### config.mk
export PLATFORM = sky130hd
export DESIGN_NAME = tw16_wave_ctrl
export DESIGN_NICKNAME = d
export VERILOG_FILES = /design/src/tw16_wave_ctrl.v
export VERILOG_INCLUDE_DIRS = /design/src /design/src/src
export SDC_FILE = /design/constraint.sdc
export NUM_CORES = 1
export LEC_CHECK = 0
export BUFFER_PORTS_ARGS = -buffer_cell sky130_fd_sc_hd__buf_2
export CORE_MARGIN = 3
export CORE_UTILIZATION = 60
export DETAILED_ROUTE_END_ITERATION = 10
export PLACE_DENSITY_LB_ADDON = 0.25
export RECOVER_POWER = 25
export REMOVE_ABC_BUFFERS = 1
export SLEW_MARGIN = 20
export SYNTH_ARGS = -nofsm -noshare
export SYNTH_HDL_FRONTEND = slang
export SYNTH_SLANG_ARGS = --single-unit
### constraint.sdc
create_clock -name aclk -period 3.8 [get_ports aclk]
set_input_delay 0.57 -clock aclk [delete_from_list [all_inputs] [get_ports aclk]]
set_output_delay 0.57 -clock aclk [all_outputs]
set_load 0.03 [all_outputs]
### src/tw16_regs.vh
`ifndef TW16_REGS_VH
`define TW16_REGS_VH
// ------------------------------------------------------------
// Register offsets (byte addresses)
// ------------------------------------------------------------
`define TW16_OFF_CTRL_A    5'h00
`define TW16_OFF_CTRL_B    5'h04
`define TW16_OFF_CMP_A     5'h08
`define TW16_OFF_CMP_B     5'h0C
`define TW16_OFF_CAPTURE   5'h10
`define TW16_OFF_COUNT     5'h14
`define TW16_OFF_FLAGS     5'h18
// ------------------------------------------------------------
// Field positions
// ------------------------------------------------------------
`define TW16_A_MODE_A_HI   7
`define TW16_A_MODE_A_LO   6
`define TW16_A_MODE_B_HI   5
`define TW16_A_MODE_B_LO   4
`define TW16_A_WAVE_HI     1
`define TW16_A_WAVE_LO     0
`define TW16_B_WAVE_HI     4
`define TW16_B_WAVE_LO     3
`define TW16_B_WR_MASK     8'hDF
`define TW16_A_WR_MASK     8'hF3
`define TW16_FLAG_OVF      0
`define TW16_FLAG_MATCH_A  1
`define TW16_FLAG_MATCH_B  2
// ------------------------------------------------------------
// Constants
// ------------------------------------------------------------
`define TW16_RESET_8       8'h00
`define TW16_RESET_16      16'h0000
`define TW16_MAX           16'hFFFF
`define TW16_TOP_8BIT      16'h00FF
`define TW16_TOP_9BIT      16'h01FF
`define TW16_TOP_10BIT     16'h03FF
`define TW16_ONE           16'h0001
`define TW16_OM_OFF        2'h0
`define TW16_OM_TOGGLE     2'h1
`define TW16_OM_CLEAR      2'h2
`define TW16_OM_SET        2'h3
`define TW16_RESP_OKAY     2'h0
`define TW16_RESP_SLVERR   2'h2
`endif

### src/tw16_wave_ctrl.v
// How it works
// Count and flags advance only on tick enable
// Dual-slope freq-correct loads compares at BOTTOM
// Control A: modes 7:6, 5:4, wave 1:0
// Nonzero output mode takes over the pin
// Software sets port direction to drive pin
// Output mode decode depends on wave mode
// Non-PWM: off, toggle, clear, set on match
// Fast PWM: match clear/set, BOTTOM opposite
// Fast PWM toggle only A in 14/15
// Fast PWM compare at TOP: match ignored
// Dual-slope: up and down matches opposite
// Dual-slope toggle only A in 9/11
// Wave mode from A low, B high; 13 reserved
// Mode 0: TOP FFFF, immediate, overflow at MAX
// Modes 1-3: phase correct fixed TOP
// Modes 5-7: fast PWM fixed TOP
// Modes 4/12: TOP from compare A/capture
// Modes 8/9: freq-correct, capture/A TOP
// Modes 10/11: phase correct, update at TOP
// Modes 14/15: fast PWM, update at BOTTOM
// High wave bits in control B 4:3
// Match flag set on tick after match
`timescale 1ns/1ps
`include "tw16_regs.vh"
module tw16_wave_ctrl (
    // Clock and reset
    input  wire        aclk,
    input  wire        aresetn,
    // AXI4-Lite write
    input  wire [4:0]  s_axi_awaddr,
    input  wire        s_axi_awvalid,
    output reg         s_axi_awready,
    input  wire [31:0] s_axi_wdata,
    input  wire [3:0]  s_axi_wstrb,
    input  wire        s_axi_wvalid,
    output reg         s_axi_wready,
    output reg  [1:0]  s_axi_bresp,
    output reg         s_axi_bvalid,
    input  wire        s_axi_bready,
    // AXI4-Lite read
    input  wire [4:0]  s_axi_araddr,
    input  wire        s_axi_arvalid,
    output reg         s_axi_arready,
    output reg  [31:0] s_axi_rdata,
    output reg  [1:0]  s_axi_rresp,
    output reg         s_axi_rvalid,
    input  wire        s_axi_rready,
    // Timer tick enable, same clock domain
    input  wire        timer_tick_enable,
    // Compare outputs
    output reg         compare_out_a_pin,
    output reg         compare_out_b_pin,
    output reg         compare_out_a_en,
    output reg         compare_out_b_en
);

    // ------------------------------------------------------------
    // Registers
    // ------------------------------------------------------------
    reg  [7:0]  compare_wave_control_a_reg;
    reg  [7:0]  clock_capture_control_b_reg;
    reg  [15:0] compare_value_a_reg;
    reg  [15:0] compare_value_b_reg;
    reg  [15:0] compare_buf_a_reg;
    reg  [15:0] compare_buf_b_reg;
    reg  [15:0] capture_value_reg;
    reg  [15:0] count_value_reg;
    reg         count_down_reg;
    reg  [2:0]  flags_reg;
    reg  [1:0]  match_pend_reg;
    reg  [1:0]  wave_out_reg;
    reg  [4:0]  aw_addr_reg;
    reg  [31:0] w_data_reg;
    reg  [3:0]  w_strb_reg;
    reg         aw_have_reg;
    reg         w_have_reg;

    // ------------------------------------------------------------
    // Mode decode
    // ------------------------------------------------------------
    wire [3:0] wave_mode_sel = {clock_capture_control_b_reg[`TW16_B_WAVE_HI:`TW16_B_WAVE_LO],
        compare_wave_control_a_reg[`TW16_A_WAVE_HI:`TW16_A_WAVE_LO]};
    wire [1:0] chan_a_output_mode =
        compare_wave_control_a_reg[`TW16_A_MODE_A_HI:`TW16_A_MODE_A_LO];
    wire [1:0] chan_b_output_mode =
        compare_wave_control_a_reg[`TW16_A_MODE_B_HI:`TW16_A_MODE_B_LO];

    wire mode_fast  = (wave_mode_sel == 4'h5) || (wave_mode_sel == 4'h6) ||
                      (wave_mode_sel == 4'h7) || (wave_mode_sel == 4'hE) ||
                      (wave_mode_sel == 4'hF);
    wire mode_pfc   = (wave_mode_sel == 4'h8) || (wave_mode_sel == 4'h9);
    wire mode_pc    = (wave_mode_sel == 4'h1) || (wave_mode_sel == 4'h2) ||
                      (wave_mode_sel == 4'h3) || (wave_mode_sel == 4'hA) ||
                      (wave_mode_sel == 4'hB);
    wire mode_dual  = mode_pc || mode_pfc;
    wire mode_resvd = (wave_mode_sel == 4'hD);
    wire mode_immed = !mode_fast && !mode_dual;

    reg [15:0] top_value;
    always @* begin
        case (wave_mode_sel)
            4'h1, 4'h5:       top_value = `TW16_TOP_8BIT;
            4'h2, 4'h6:       top_value = `TW16_TOP_9BIT;
            4'h3, 4'h7:       top_value = `TW16_TOP_10BIT;
            4'h4, 4'h9, 4'hB, 4'hF: top_value = compare_value_a_reg;
            4'h8, 4'hA, 4'hC, 4'hE: top_value = capture_value_reg;
            default:          top_value = `TW16_MAX;
        endcase
    end

    wire at_top    = (count_value_reg == top_value);
    wire at_bottom = (count_value_reg == `TW16_RESET_16);
    wire at_max    = (count_value_reg == `TW16_MAX);

    // Compares load from buffers at the boundary of the mode
    wire load_cmp = timer_tick_enable &&
                    ((mode_fast && at_bottom) ||
                     (mode_pfc && at_bottom) ||
                     (mode_pc && at_top));

    // Overflow point per mode
    wire ovf_hit = mode_immed ? at_max :
                   mode_fast  ? at_top : (at_bottom && count_down_reg);

    // ------------------------------------------------------------
    // Per-channel waveform
    // ------------------------------------------------------------
    wire [1:0]  pin_owned;
    wire [1:0]  wave_next;
    wire [1:0]  match_now;
    genvar ch;
    generate
        for (ch = 0; ch < 2; ch = ch + 1) begin : g_chan
            wire [1:0]  om  = (ch == 0) ? chan_a_output_mode : chan_b_output_mode;
            wire [15:0] cmp = (ch == 0) ? compare_value_a_reg : compare_value_b_reg;
            wire        cur = wave_out_reg[ch];
            wire        tog_ok = (ch == 0) &&
                (mode_fast ? (wave_mode_sel == 4'hE || wave_mode_sel == 4'hF)
                           : (wave_mode_sel == 4'h9 || wave_mode_sel == 4'hB));
            wire        hit = (count_value_reg == cmp);
            reg         nxt;
            assign match_now[ch] = hit;
            assign pin_owned[ch] = (om != `TW16_OM_OFF) && !mode_resvd &&
                ((om != `TW16_OM_TOGGLE) || mode_immed || tog_ok);
            always @* begin
                nxt = cur;
                if (mode_immed) begin
                    if (hit) begin
                        case (om)
                            `TW16_OM_TOGGLE: nxt = !cur;
                            `TW16_OM_CLEAR:  nxt = 1'b0;
                            `TW16_OM_SET:    nxt = 1'b1;
                            default:         nxt = cur;
                        endcase
                    end
                end else if (mode_fast) begin
                    if (om[1]) begin
                        if (hit && (cmp != top_value))
                            nxt = om[0];
                        else if (at_bottom)
                            nxt = !om[0];
                    end else if (om[0] && tog_ok && hit) begin
                        nxt = !cur;
                    end
                end else if (mode_dual) begin
                    if (om[1] && hit)
                        nxt = count_down_reg ? !om[0] : om[0];
                    else if (om[0] && tog_ok && hit)
                        nxt = !cur;
                end
            end
            assign wave_next[ch] = nxt;
        end
    endgenerate

    // ------------------------------------------------------------
    // Counter, compare buffers, flags, outputs
    // ------------------------------------------------------------
    wire        wr_fire = aw_have_reg && w_have_reg && !s_axi_bvalid;
    wire [15:0] wdata16 = w_data_reg[15:0];
    wire        wr_flags = wr_fire && (aw_addr_reg == `TW16_OFF_FLAGS) && w_strb_reg[0];
    wire        wr_count = wr_fire && (aw_addr_reg == `TW16_OFF_COUNT);

    always @(posedge aclk) begin
        if (!aresetn) begin
            count_value_reg   <= `TW16_RESET_16;
            count_down_reg    <= 1'b0;
            compare_value_a_reg <= `TW16_RESET_16;
            compare_value_b_reg <= `TW16_RESET_16;
            flags_reg         <= 3'h0;
            match_pend_reg    <= 2'h0;
            wave_out_reg      <= 2'h0;
            compare_out_a_pin <= 1'b0;
            compare_out_b_pin <= 1'b0;
            compare_out_a_en  <= 1'b0;
            compare_out_b_en  <= 1'b0;
        end else begin
            if (timer_tick_enable) begin
                wave_out_reg   <= wave_next;
                match_pend_reg <= match_now;
                if (mode_dual) begin
                    if (at_top)
                        count_down_reg <= 1'b1;
                    else if (at_bottom)
                        count_down_reg <= 1'b0;
                    if (at_top || (count_down_reg && !at_bottom))
                        count_value_reg <= count_value_reg - `TW16_ONE;
                    else
                        count_value_reg <= count_value_reg + `TW16_ONE;
                end else begin
                    count_down_reg <= 1'b0;
                    if (at_top)
                        count_value_reg <= `TW16_RESET_16;
                    else
                        count_value_reg <= count_value_reg + `TW16_ONE;
                end
            end
            // A count write is never lost to an idle tick and beats the increment
            if (wr_count)
                count_value_reg <= wdata16;
            if (load_cmp || mode_immed) begin
                compare_value_a_reg <= compare_buf_a_reg;
                compare_value_b_reg <= compare_buf_b_reg;
            end
            // Hardware set wins over a software clear in the same cycle
            flags_reg <= (wr_flags ? (flags_reg & ~w_data_reg[2:0]) : flags_reg) |
                {timer_tick_enable & match_pend_reg[1],
                 timer_tick_enable & match_pend_reg[0],
                 timer_tick_enable & ovf_hit};
            compare_out_a_pin <= wave_out_reg[0];
            compare_out_b_pin <= wave_out_reg[1];
            compare_out_a_en  <= pin_owned[0];
            compare_out_b_en  <= pin_owned[1];
        end
    end

    // ------------------------------------------------------------
    // AXI4-Lite write path
    // ------------------------------------------------------------
    always @(posedge aclk) begin
        if (!aresetn) begin
            s_axi_awready <= 1'b0;
            s_axi_wready  <= 1'b0;
            s_axi_bvalid  <= 1'b0;
            s_axi_bresp   <= `TW16_RESP_OKAY;
            aw_have_reg   <= 1'b0;
            w_have_reg    <= 1'b0;
            aw_addr_reg   <= 5'h00;
            w_data_reg    <= 32'h00000000;
            w_strb_reg    <= 4'h0;
            compare_wave_control_a_reg  <= `TW16_RESET_8;
            clock_capture_control_b_reg <= `TW16_RESET_8;
            compare_buf_a_reg <= `TW16_RESET_16;
            compare_buf_b_reg <= `TW16_RESET_16;
            capture_value_reg <= `TW16_RESET_16;
        end else begin
            s_axi_awready <= !aw_have_reg && !s_axi_awready && s_axi_awvalid;
            s_axi_wready  <= !w_have_reg && !s_axi_wready && s_axi_wvalid;
            if (s_axi_awvalid && s_axi_awready) begin
                aw_addr_reg <= s_axi_awaddr;
                aw_have_reg <= 1'b1;
            end
            if (s_axi_wvalid && s_axi_wready) begin
                w_data_reg <= s_axi_wdata;
                w_strb_reg <= s_axi_wstrb;
                w_have_reg <= 1'b1;
            end
            if (s_axi_bvalid && s_axi_bready)
                s_axi_bvalid <= 1'b0;
            if (wr_fire) begin
                aw_have_reg  <= 1'b0;
                w_have_reg   <= 1'b0;
                s_axi_bvalid <= 1'b1;
                s_axi_bresp  <= `TW16_RESP_OKAY;
                if (aw_addr_reg == `TW16_OFF_CTRL_A) begin
                    if (w_strb_reg[0])
                        compare_wave_control_a_reg <= w_data_reg[7:0] & `TW16_A_WR_MASK;
                end else if (aw_addr_reg == `TW16_OFF_CTRL_B) begin
                    if (w_strb_reg[0])
                        clock_capture_control_b_reg <= w_data_reg[7:0] & `TW16_B_WR_MASK;
                end else if (aw_addr_reg == `TW16_OFF_CMP_A) begin
                    if (w_strb_reg[0]) compare_buf_a_reg[7:0]  <= w_data_reg[7:0];
                    if (w_strb_reg[1]) compare_buf_a_reg[15:8] <= w_data_reg[15:8];
                end else if (aw_addr_reg == `TW16_OFF_CMP_B) begin
                    if (w_strb_reg[0]) compare_buf_b_reg[7:0]  <= w_data_reg[7:0];
                    if (w_strb_reg[1]) compare_buf_b_reg[15:8] <= w_data_reg[15:8];
                end else if (aw_addr_reg == `TW16_OFF_CAPTURE) begin
                    if (w_strb_reg[0]) capture_value_reg[7:0]  <= w_data_reg[7:0];
                    if (w_strb_reg[1]) capture_value_reg[15:8] <= w_data_reg[15:8];
                end else if (aw_addr_reg == `TW16_OFF_COUNT ||
                             aw_addr_reg == `TW16_OFF_FLAGS) begin
                    s_axi_bresp <= `TW16_RESP_OKAY;
                end else begin
                    s_axi_bresp <= `TW16_RESP_SLVERR;
                end
            end
        end
    end

    // ------------------------------------------------------------
    // AXI4-Lite read path
    // ------------------------------------------------------------
    always @(posedge aclk) begin
        if (!aresetn) begin
            s_axi_arready <= 1'b0;
            s_axi_rvalid  <= 1'b0;
            s_axi_rdata   <= 32'h00000000;
            s_axi_rresp   <= `TW16_RESP_OKAY;
        end else begin
            s_axi_arready <= !s_axi_arready && !s_axi_rvalid && s_axi_arvalid;
            if (s_axi_rvalid && s_axi_rready)
                s_axi_rvalid <= 1'b0;
            if (s_axi_arvalid && s_axi_arready) begin
                s_axi_rvalid <= 1'b1;
                s_axi_rresp  <= `TW16_RESP_OKAY;
                if (s_axi_araddr == `TW16_OFF_CTRL_A)
                    s_axi_rdata <= {24'h000000, compare_wave_control_a_reg};
                else if (s_axi_araddr == `TW16_OFF_CTRL_B)
                    s_axi_rdata <= {24'h000000, clock_capture_control_b_reg};
                else if (s_axi_araddr == `TW16_OFF_CMP_A)
                    s_axi_rdata <= {16'h0000, compare_buf_a_reg};
                else if (s_axi_araddr == `TW16_OFF_CMP_B)
                    s_axi_rdata <= {16'h0000, compare_buf_b_reg};
                else if (s_axi_araddr == `TW16_OFF_CAPTURE)
                    s_axi_rdata <= {16'h0000, capture_value_reg};
                else if (s_axi_araddr == `TW16_OFF_COUNT)
                    s_axi_rdata <= {16'h0000, count_value_reg};
                else if (s_axi_araddr == `TW16_OFF_FLAGS)
                    s_axi_rdata <= {29'h00000000, flags_reg};
                else begin
                    s_axi_rdata <= 32'h00000000;
                    s_axi_rresp <= `TW16_RESP_SLVERR;
                end
            end
        end
    end

endmodule // tw16_wave_ctrl

==> reports/results.tsv, run 1 <==
stage	metric	value	unit
run_status	status	finished, violations left	
run_status	failing checks	max-capacitance violations, max-slew violations	
power_and_ir_drop	Power Density	367	mW/mm^2
global_route	vias in the first global route	8960	
floorplan	IO Pins	99	
sta	fin. max-slew vios	84	
clocking	insertion delay to the later sink of the worst-skew pair	440	ps
sta	Fmax achieved	282	MHz
logic_synthesis	simple-gate area share of the yosys netlist	22.2	%
logic_synthesis	Mapped Cells	1257	
worst_setup_path	WS Path Type	in2reg	
worst_setup_path	most used cell along the critical path	clkbuf_1	
place	Area after DPL	0.0102	mm^2
logic_synthesis	Post-synth EDFFs	0	
logic_synthesis	main combinational cell family by area after synthesis	simple AND/OR/NAND/NOR gates	
clocking	clock tree buffer depth	2	
logic_synthesis	share of the yosys chip area belonging to registers	34.5	%
worst_setup_path	worst reg-to-reg path cell count	9	
floorplan	row count	46	
worst_setup_path	Critical R2R Capture	wave_out_reg[1]	
global_route	GRT Total Usage	35.6	%
final_layout	fin util	67.8	%
power_and_ir_drop	LEAKAGE	4.17	nW
worst_hold_path	hold path cells	3	
worst_setup_path	Crit Reg-Reg Startpoint	clock_capture_control_b_reg[4]	
drt	Detail Route Antenna Nets	0	
power_and_ir_drop	Tot Pwr	3.97	mW
sta	Tcrit/Tclk final	93.3	%
worst_hold_path	Hold EP	w_data_reg[11]	
place	Setup WS pre-CTS	293	ps
logic_synthesis	area leader, netlist	dfxtp_1	
final_layout	FILL cells	1411	
power_and_ir_drop	Net Sw Frac	28.5	%
drt	routed len/inst	21.2	um
clocking	Root Driver	clkbuf_16	
clocking	TritonCTS clock tree	yes	
global_route	antenna violations before repair	1	
logic_synthesis	ys async rst share	0	%
floorplan	core area	0.0159	mm^2
logic_synthesis	syn_area_per_cell	7.79	um^2
power_and_ir_drop	sw power	1.13	mW
worst_setup_path	crit path cell chain	clkbuf_1 > clkinvlp_2 > clkbuf_1 > buf_2 > nor2_1	
worst_hold_path	Min-Delay Path Class	in2reg	
global_route	grt total ovfl	0	
power_and_ir_drop	combinational share of power	7.9	%
clocking	CTS buffer count	17	
global_route	largest net degree at the start of global routing	67	
worst_setup_path	data arrival time of the worst path	3820	ps
logic_synthesis	Synth top area share	34.5	%
place	buffers added on ports	62	
global_route	first-pass GRT wire length	49.9	mm
floorplan	Die W	134	um
drt	drt first pass iters	6	
worst_setup_path	peak per-stage delay on the critical path	1620	ps
place	RePlAce Congestion	0.993	
logic_synthesis	most frequent cell after synthesis	nand2_1	
power_and_ir_drop	Clock power frac	46.0	%
final_layout	synthesis-to-finish area growth	10.4	%
floorplan	DIE AREA	0.0179	mm^2
sta	TNS Setup	0	ps
drt	DR iter-0 viols	1007	
logic_synthesis	Synth Area in Adders	0.383	%
clocking	clk slew on worst S/H paths	70	ps
power_and_ir_drop	Max VDD drop	0.000377	V
logic_synthesis	Synthesis Warnings	0	
place	Detailed Place HPWL	22.8	mm
sta	Slew @ Worst Pin	2260	ps
worst_setup_path	CP Capture Type	flip-flop	
final_layout	register area	0.00338	mm^2
worst_setup_path	WP buf/inv	4	
sta	Fin. Hold Viols	0	
power_and_ir_drop	Reg power frac	46.1	%
clocking	# clock sinks	169	
drt	vias	9658	
drt	DR DRC count	0	
worst_setup_path	Setup crit start kind	primary input	
sta	post-route setup slack	255	ps
worst_setup_path	CP max stage cell	clkbuf_1	
drt	DR vias/cell	6.40	
logic_synthesis	Synth Area in Compound Gates	19.3	%
sta	Hold Worst Slack	363	ps
final_layout	fin cells	1510	
drt	final WL	32.1	mm
worst_setup_path	Reg2Reg Setup Slack	300	ps
power_and_ir_drop	internal cell power	2.84	mW
worst_setup_path	CP top delay family	buffers and inverters	
clocking	Setup Buffers After CTS	0	
final_layout	fin area	0.0108	mm^2
logic_synthesis	mux contribution to synthesized area	10.8	%
final_layout	nets	1337	
worst_setup_path	WP data required	4080	ps
logic_synthesis	xor and xnor area share after synthesis	5.90	%
logic_synthesis	synth unique cells	75	
sta	fin crit period	3540	ps
final_layout	layout cell share with drive strength beyond 1	9.36	%
worst_setup_path	Worst setup startpoint	aresetn	
sta	Rel. slew slack	-50.4	%
final_layout	multi-input logic area	0.00582	mm^2
logic_synthesis	Synth Register Bits	169	
sta	RSZ-0062 raised after global routing	no	
place	Inst Count DP	1477	
job	max cap viols	2	
logic_synthesis	commonest cells in the netlist	nand2_1, dfxtp_1, nor2_1	
sta	clk_skew	13.0	ps
logic_synthesis	ys flop type	dfxtp_1	
logic_synthesis	ranking of synthesized cells by area	dfxtp_1, mux2i_1, nand2_1	
worst_hold_path	hold_sp	s_axi_wdata[11]	
worst_setup_path	Max FO, Critical Path	66	
clocking	H-tree depth	4	
floorplan	Initial Utilization	61.4	%
logic_synthesis	Syn Std Cell Area	0.00979	mm^2
sta	# setup viols final	0	
floorplan	Die Span Y	134	um
==> how the worst max path moves through the flow <==
| stage | to | slack (ps) | cells after the start |
|---|---|---|---|
| after floorplan | compare_value_a_reg[0] | -1350 | 8 |
| after global placement | count_value_reg[5] | 360 | 10 |
| after detailed placement | count_value_reg[5] | 290 | 10 |
| after CTS | count_value_reg[5] | 320 | 10 |
| after global routing | s_axi_rdata[2] | 50 | 5 |
| final | capture_value_reg[12] | 260 | 5 |
==> power groups by stage <==
stage	Clock [mW]	Sequential [mW]	Combinational (mW)
2_1_floorplan	0	1.88	0.163
3_3_place_gp	0	1.87	0.309
3_5_place_dp	0	1.87	0.313
4_1_cts	1.82	1.83	0.315
5_1_grt	1.91	1.83	0.342
6_report	1.83	1.83	0.316
==> tightest hold or removal path: cells and delay by family <==
kind | cells | cell delay (ps)
buf+inv | 1 | 90
simple gates | 1 | 40
compound gates | 1 | 50
==> what timing repair did <==
item / CTS / global route
gates resized for setup: 0 / 1
hold buffers: 0 / 0
endpoints found under the setup margin: 0 / 1
==> cell usage in the layout, fill, tap and decap left out, types with 4 or more instances in the layout <==
cell type,Yosys,final
a211oi_1,7,7
a21oi_1,97,96
a221o_1,7,7
a221oi_1,11,11
a22oi_1,10,10
a31oi_1,13,13
a32oi_1,10,10
and2_1,8,7
and3_1,6,6
buf_2,8,36
buf_4,19,37
clkbuf_1,76,29
clkbuf_16,0,17
conb_1,1,18
dfxtp_1,169,168
inv_1,32,31
inv_8,0,4
mux2i_1,103,103
nand2_1,192,192
nand2b_1,18,18
nand3_1,43,43
nand4_1,13,13
nor2_1,110,110
nor2b_1,12,12
nor3_1,24,24
nor4_1,19,19
o211ai_1,11,11
o21a_1,4,4
o21ai_0,43,43
o21ai_1,6,6
o221ai_1,14,14
o22ai_1,17,17
or3_1,6,6
xnor2_1,37,37
xor2_1,29,29
==> routing by layer <==
layer | GRT usage [%] | vias to the layer above | share of wire, %
met5 | 0 | - | 0
met4 | 14.7 | 0 | 3.8
met3 | 8.08 | 93 | 9.7
met2 | 54.3 | 527 | 44
met1 | 48.8 | 4564 | 43
li1 | - | 4474 | -
==> cell families after synthesis <==
group,Yosys count
compound gates,289
flops,169
other cells,1
xor+xnor,66
fa+ha+maj,3
buf+inv,150
mux,105
simple gates,474
==> final cells by class <==
| cell class | count | share of cell area [%] |
|---|---|---|
| Multi-Input combinational cell | 955 | 53.8 |
| Sequential cell | 169 | 31.3 |
| Timing Repair Buffer | 104 | 5.47 |
| Clock buffer | 17 | 3.93 |
| Tap cell | 216 | 2.50 |
| Clock inverter | 15 | 1.77 |
| Inverter | 33 | 1.16 |
| Antenna cell | 1 | 0.0231 |
(Power assumes the default switching activity.)
==> run 2, diff against run 1 <==
- CORE_MARGIN: 3 -> not set
- CTS_BUF_LIST: not set -> sky130_fd_sc_hd__clkbuf_16
==> run 2 against run 1 <==
Against the previous run: the flow still finishes with violations (max-capacitance violations, max-slew violations); critical path type is now reg2reg; largest power group unchanged; first-iteration DRC count down 10%; clock skew down 2.7 ps; clock-buffer cell count unchanged.
==> reports/results.tsv, run 2 (synthesized netlist as in run 1, its figures left out) <==
stage	metric	value	unit	change
run_status	status	finished, violations left		
final_layout	most frequent cells in the layout	nand2_1, dfxtp_1, nor2_1		
clocking	TritonCTS clock tree	yes		
place	buffers added on ports	62		unchanged
clocking	hold_buf cts	0		unchanged
drt	DR iter-0 viols	906		-10%
drt	routed len/inst	20.7	um	-2.6%
final_layout	synthesis-to-finish area growth	10.1	%	
sta	# setup viols final	0		unchanged
drt	final WL	31.1	mm	-2.9%
worst_setup_path	CP Capture Type	flip-flop		
worst_setup_path	Max FO, Critical Path	12		-82%
sta	Fmax achieved	292	MHz	+3.6%
power_and_ir_drop	Max VDD drop	0.000428	V	+14%
power_and_ir_drop	Power Density	365	mW/mm^2	-0.75%
floorplan	DIE AREA	0.0168	mm^2	-5.9%
place	Setup WS pre-CTS	366	ps	+73.0 ps
global_route	largest net degree at the start of global routing	86		+28%
clocking	clk slew on worst S/H paths	80	ps	about the same
final_layout	fin cells	1505		-0.33%
final_layout	most common cell after layout, fill and taps aside	nand2_1		
sta	clk_skew	10.3	ps	-2.68 ps
worst_hold_path	Min-Delay Path Class	in2reg		
sta	fin crit period	3420	ps	-122 ps
global_route	vias in the first global route	8668		-3.3%
final_layout	nets	1332		-0.37%
floorplan	IO Pins	99		unchanged
clocking	insertion delay to the later sink of the worst-skew pair	430	ps	about the same
worst_setup_path	WS Path Type	reg2reg		
sta	Tcrit/Tclk final	90.1	%	-3.2 points
drt	Detail Route Antenna Nets	0		unchanged
floorplan	Die W	130	um	-3.0%
drt	DR DRC count	0		unchanged
place	Area after DPL	0.0102	mm^2	-0.24%
place	RePlAce Congestion	0.966		-2.7%
sta	TNS Setup	0	ps	unchanged
drt	vias	9631		-0.28%
floorplan	Initial Utilization	61.6	%	+0.22 points
worst_setup_path	WP data required	4030	ps	-50 ps
worst_setup_path	data arrival time of the worst path	3650	ps	-170 ps
sta	RSZ-0062 raised after global routing	no		
floorplan	row count	46		unchanged
global_route	antenna violations before repair	1		unchanged
power_and_ir_drop	Tot Pwr	3.93	mW	-1.1%
place	Detailed Place HPWL	22.1	mm	-2.8%
clocking	CTS buffer count	17		unchanged
clocking	clock tree buffer depth	2		unchanged
place	Inst Count DP	1472		-0.34%
sta	fin. max-slew vios	180		+110%
floorplan	core area	0.0159	mm^2	-0.36%
clocking	# clock sinks	169		unchanged
sta	post-route setup slack	377	ps	+122 ps
floorplan	Die Span Y	130	um	-3.0%
sta	Rel. slew slack	-66.4	%	-16 points
drt	DR vias/cell	6.40		about the same
final_layout	layout cell share with drive strength beyond 1	9.78	%	+0.42 points
run_status	failing checks	max-capacitance violations, max-slew violations		
global_route	GRT Total Usage	37.7	%	+2.1 points
global_route	grt total ovfl	0		unchanged
clocking	Root Driver	clkbuf_16		
clocking	H-tree depth	4		unchanged
final_layout	fin area	0.0108	mm^2	-0.31%
drt	drt first pass iters	7		+1
sta	Fin. Hold Viols	0		unchanged
final_layout	FILL cells	1406		-0.35%
clocking	post-CTS resize count	0		unchanged
job	max cap viols	3		+1
sta	Slew @ Worst Pin	2500	ps	+240 ps
worst_setup_path	Setup crit start kind	flip-flop		
clocking	Setup Buffers After CTS	0		unchanged
power_and_ir_drop	LEAKAGE	4.18	nW	+0.19%
global_route	first-pass GRT wire length	47.9	mm	-4.0%
## run 2: metal layers
metal  vias up  GRT usage (%)  wire length [um]
met2       542           57.1             13600
met4         0           17.6              1240
li1       4472              -                 -
met1      4522           50.6             13000
met5         -              0                 0
met3        95           9.27              3280
## run 2: final timing paths
path	start	end	slack (ps)	cells past startpoint
max reg2reg	clock_capture_control_b_reg[4]	wave_out_reg[1]	380	9
min reg2reg	s_axi_rdata[1]	s_axi_rdata[1]	460	2
min	s_axi_wdata[9]	w_data_reg[9]	370	3
max	clock_capture_control_b_reg[4]	wave_out_reg[1]	380	9
## run 2: report_power, final
part           switching [mW]  internal, mW  leakage [nW]
logic                   0.222        0.0938          2.52
registers              0.0380          1.79          1.37
clock network           0.841         0.943         0.288
## run 2: per-stage QoR
| stage | hold slack (ps) | util [%] |
|---|---|---|
| global placement | 438 | 64.3 |
| finish | 366 | 67.9 |
| CTS | 359 | 68.1 |
| floorplan | 420 | - |
| global route | 360 | 67.9 |
| detailed placement | 443 | 64.3 |
## run 2: cell type report
cell class / instances / area, um^2 / share of cell area, %
multi-input combinational: 955 / 5820 / 54.0
antenna: 1 / 2.50 / 0.0232
inverter: 33 / 125 / 1.16
clock buffer: 17 / 425 / 3.95
timing repair buffer: 99 / 569 / 5.28
tap: 216 / 270 / 2.51
sequential: 169 / 3380 / 31.4
clock inverter: 15 / 180 / 1.67
## run 2: worst max-delay path, cell delays in order (launching register included)
cell,delay [ps]
dfxtp_1,530
nor2b_1,590
a211oi_1,200
a21bo_2,280
xor2_1,150
nor3_1,80
a41oi_1,550
o21ai_0,280
a2111oi_0,460
a211oi_1,90
==> run 3, diff against run 2 <==
- CELL_PAD_IN_SITES_DETAIL_PLACEMENT: not set -> 1
- CELL_PAD_IN_SITES_GLOBAL_PLACEMENT: not set -> 1
- CORE_UTILIZATION: 60 -> 44
- SETUP_SLACK_MARGIN: not set -> 0.5
==> run 3 against run 2 <==
Against the previous run: the run still ends with max-capacitance violations, max-slew violations left; power grew 0.39%; final cell count grew 4.3%; utilization shrank 18 points; clock power is essentially flat; clock skew grew 9.2 ps; largest power group unchanged.
==> reports/results.tsv, run 3 (synthesized netlist as in run 1, its figures left out) <==
stage	metric	value	unit	change
final_layout	layout cell share with drive strength beyond 1	11.2	%	+1.5 points
sta	fin crit period	3210	ps	-217 ps
sta	clk_skew	19.5	ps	+9.18 ps
sta	Rel. slew slack	-12.1	%	+54 points
final_layout	synthesis-to-finish area growth	12.0	%	
clocking	clk slew on worst S/H paths	80	ps	about the same
clocking	CTS buffer count	17		unchanged
worst_hold_path	hold path cells	3		unchanged
worst_hold_path	hold_sp	s_axi_wdata[5]		
floorplan	Die Span Y	151	um	+17%
sta	Fmax achieved	312	MHz	+6.8%
worst_setup_path	Critical R2R Capture	count_value_reg[7]		
worst_setup_path	Setup crit start kind	flip-flop		
floorplan	DIE AREA	0.0229	mm^2	+36%
worst_setup_path	most used cell along the critical path	or3_1		
worst_setup_path	crit path cell chain	or3_1 > or3_1 > or3_1 > and2_1 > nand2_2 > nand2_1 > o311a_1 > o21ai_1		
global_route	vias in the first global route	9666		+12%
job	max cap viols	1		-2
clocking	TritonCTS clock tree	yes		
run_status	status	finished, violations left		
final_layout	FILL cells	2682		+91%
worst_setup_path	WP buf/inv	0		unchanged
floorplan	core area	0.0218	mm^2	+37%
worst_setup_path	worst reg-to-reg path cell count	8		-1
drt	Detail Route Antenna Nets	0		unchanged
sta	fin. max-slew vios	37		-79%
place	Area after DPL	0.0103	mm^2	+0.61%
drt	DR DRC count	0		unchanged
clocking	Root Driver	clkbuf_16		
worst_setup_path	CP top delay family	simple AND/OR/NAND/NOR gates		
worst_hold_path	Hold EP	w_data_reg[5]		
drt	drt first pass iters	5		-2
global_route	antenna violations before repair	0		-1
place	Setup WS pre-CTS	115	ps	-251 ps
worst_setup_path	WS Path Type	reg2reg		
sta	post-route setup slack	594	ps	+217 ps
sta	Tcrit/Tclk final	84.4	%	-5.7 points
floorplan	row count	54		+17%
drt	vias	9745		+1.2%
place	Detailed Place HPWL	25.8	mm	+17%
worst_setup_path	data arrival time of the worst path	3580	ps	-70 ps
global_route	grt total ovfl	0		unchanged
final_layout	register area	0.00339	mm^2	+0.26%
final_layout	ant diodes	0		-1
power_and_ir_drop	LEAKAGE	4.23	nW	+1.2%
floorplan	IO Pins	99		unchanged
final_layout	most common cell after layout, fill and taps aside	nand2_1		
floorplan	Die W	151	um	+17%
sta	Fin. Hold Viols	0		unchanged
clocking	insertion delay to the later sink of the worst-skew pair	440	ps	about the same
place	RePlAce Congestion	0.941		-2.6%
sta	Slew @ Worst Pin	1680	ps	-815 ps
sta	# setup viols final	0		unchanged
final_layout	multi-input logic area	0.00591	mm^2	+1.5%
final_layout	fin util	50.2	%	-18 points
drt	routed len/inst	23.1	um	+12%
worst_setup_path	Reg2Reg Setup Slack	590	ps	+220 ps
final_layout	most frequent cells in the layout	nand2_1, dfxtp_1, nor2_1		
global_route	GRT Total Usage	32.5	%	-5.2 points
final_layout	nets	1334		+0.15%
drt	final WL	36.2	mm	+16%
power_and_ir_drop	Power Density	360	mW/mm^2	-1.3%
worst_setup_path	peak per-stage delay on the critical path	470	ps	-120 ps
worst_setup_path	CP Capture Type	flip-flop		
drt	DR iter-0 viols	725		-20%
global_route	first-pass GRT wire length	55.8	mm	+16%
global_route	largest net degree at the start of global routing	57		-34%
final_layout	fin area	0.0110	mm^2	+1.7%
floorplan	Initial Utilization	44.9	%	-17 points
worst_setup_path	Max FO, Critical Path	10		-2
power_and_ir_drop	Max VDD drop	0.000317	V	-26%
clocking	H-tree depth	4		unchanged
worst_setup_path	WP data required	4180	ps	+150 ps
worst_setup_path	Crit Reg-Reg Startpoint	count_value_reg[12]		
run_status	failing checks	max-capacitance violations, max-slew violations		
sta	TNS Setup	0	ps	unchanged
worst_hold_path	Min-Delay Path Class	in2reg		
clocking	# clock sinks	169		unchanged
place	buffers added on ports	62		unchanged
sta	RSZ-0062 raised after global routing	yes		
worst_setup_path	CP max stage cell	dfxtp_1		
clocking	hold_buf cts	0		unchanged
drt	DR vias/cell	6.21		-3.0%
clocking	clock tree buffer depth	2		unchanged
## run 3: cell type report
class,count,area share [%]
Tap cell,280,3.20
Inverter,33,1.14
Clock buffer,17,3.88
Timing Repair Buffer,101,5.25
Clock inverter,15,1.65
Sequential cell,169,30.9
Multi-Input combinational cell,955,53.9
## run 3: per-stage QoR
stage	hold slack, ps	std cells	power (mW)
4_1_cts	335	1569	3.97
3_5_place_dp	445	1537	2.19
3_3_place_gp	435	1537	2.18
2_1_floorplan	420	1157	2.04
5_1_grt	358	1570	4.05
6_report	355	1570	3.95
## run 3: worst register-to-register path: cells and delay by family (launching register included)
family / cells / cell delay, ps
simple gates: 6 / 2130
compound gates: 2 / 550
flops: 1 / 470
## run 3: per-layer routing
metal	vias to the layer above	share of wire, %	global-route usage [%]
met5	-	0	0
met4	0	3.0	11.5
met3	77	6.3	5.63
met2	315	46	52.7
met1	4883	44	43.3
li1	4470	-	-
## run 3: worst max path at each step
stage,startpoint,endpoint,slack (ps),depth (start not counted)
finish,count_value_reg[12],count_value_reg[7],590,8
detailed placement,clock_capture_control_b_reg[4],count_value_reg[5],110,10
floorplan,clock_capture_control_b_reg[4],compare_value_a_reg[0],-1350,8
CTS,compare_wave_control_a_reg[1],count_value_reg[5],540,10
global placement,clock_capture_control_b_reg[4],count_value_reg[5],310,10
global route,count_value_reg[12],count_value_reg[11],490,8
## run 3: what timing repair did
action                                 in CTS  in global routing
endpoints found under the hold margin       0                  0
pin swaps                                   0                  3
gates resized for setup                     9                 16
setup endpoints to repair                  48                 40
setup buffers                               0                  1
## run 3: power breakdown
part / leakage [nW] / total [mW] / internal [mW] / switching [mW]
clock network: 0.296 / 1.80 / 0.893 / 0.905
logic: 2.56 / 0.318 / 0.0935 / 0.225
registers: 1.37 / 1.83 / 1.79 / 0.0372
total: 4.23 / 3.95 / 2.78 / 1.17
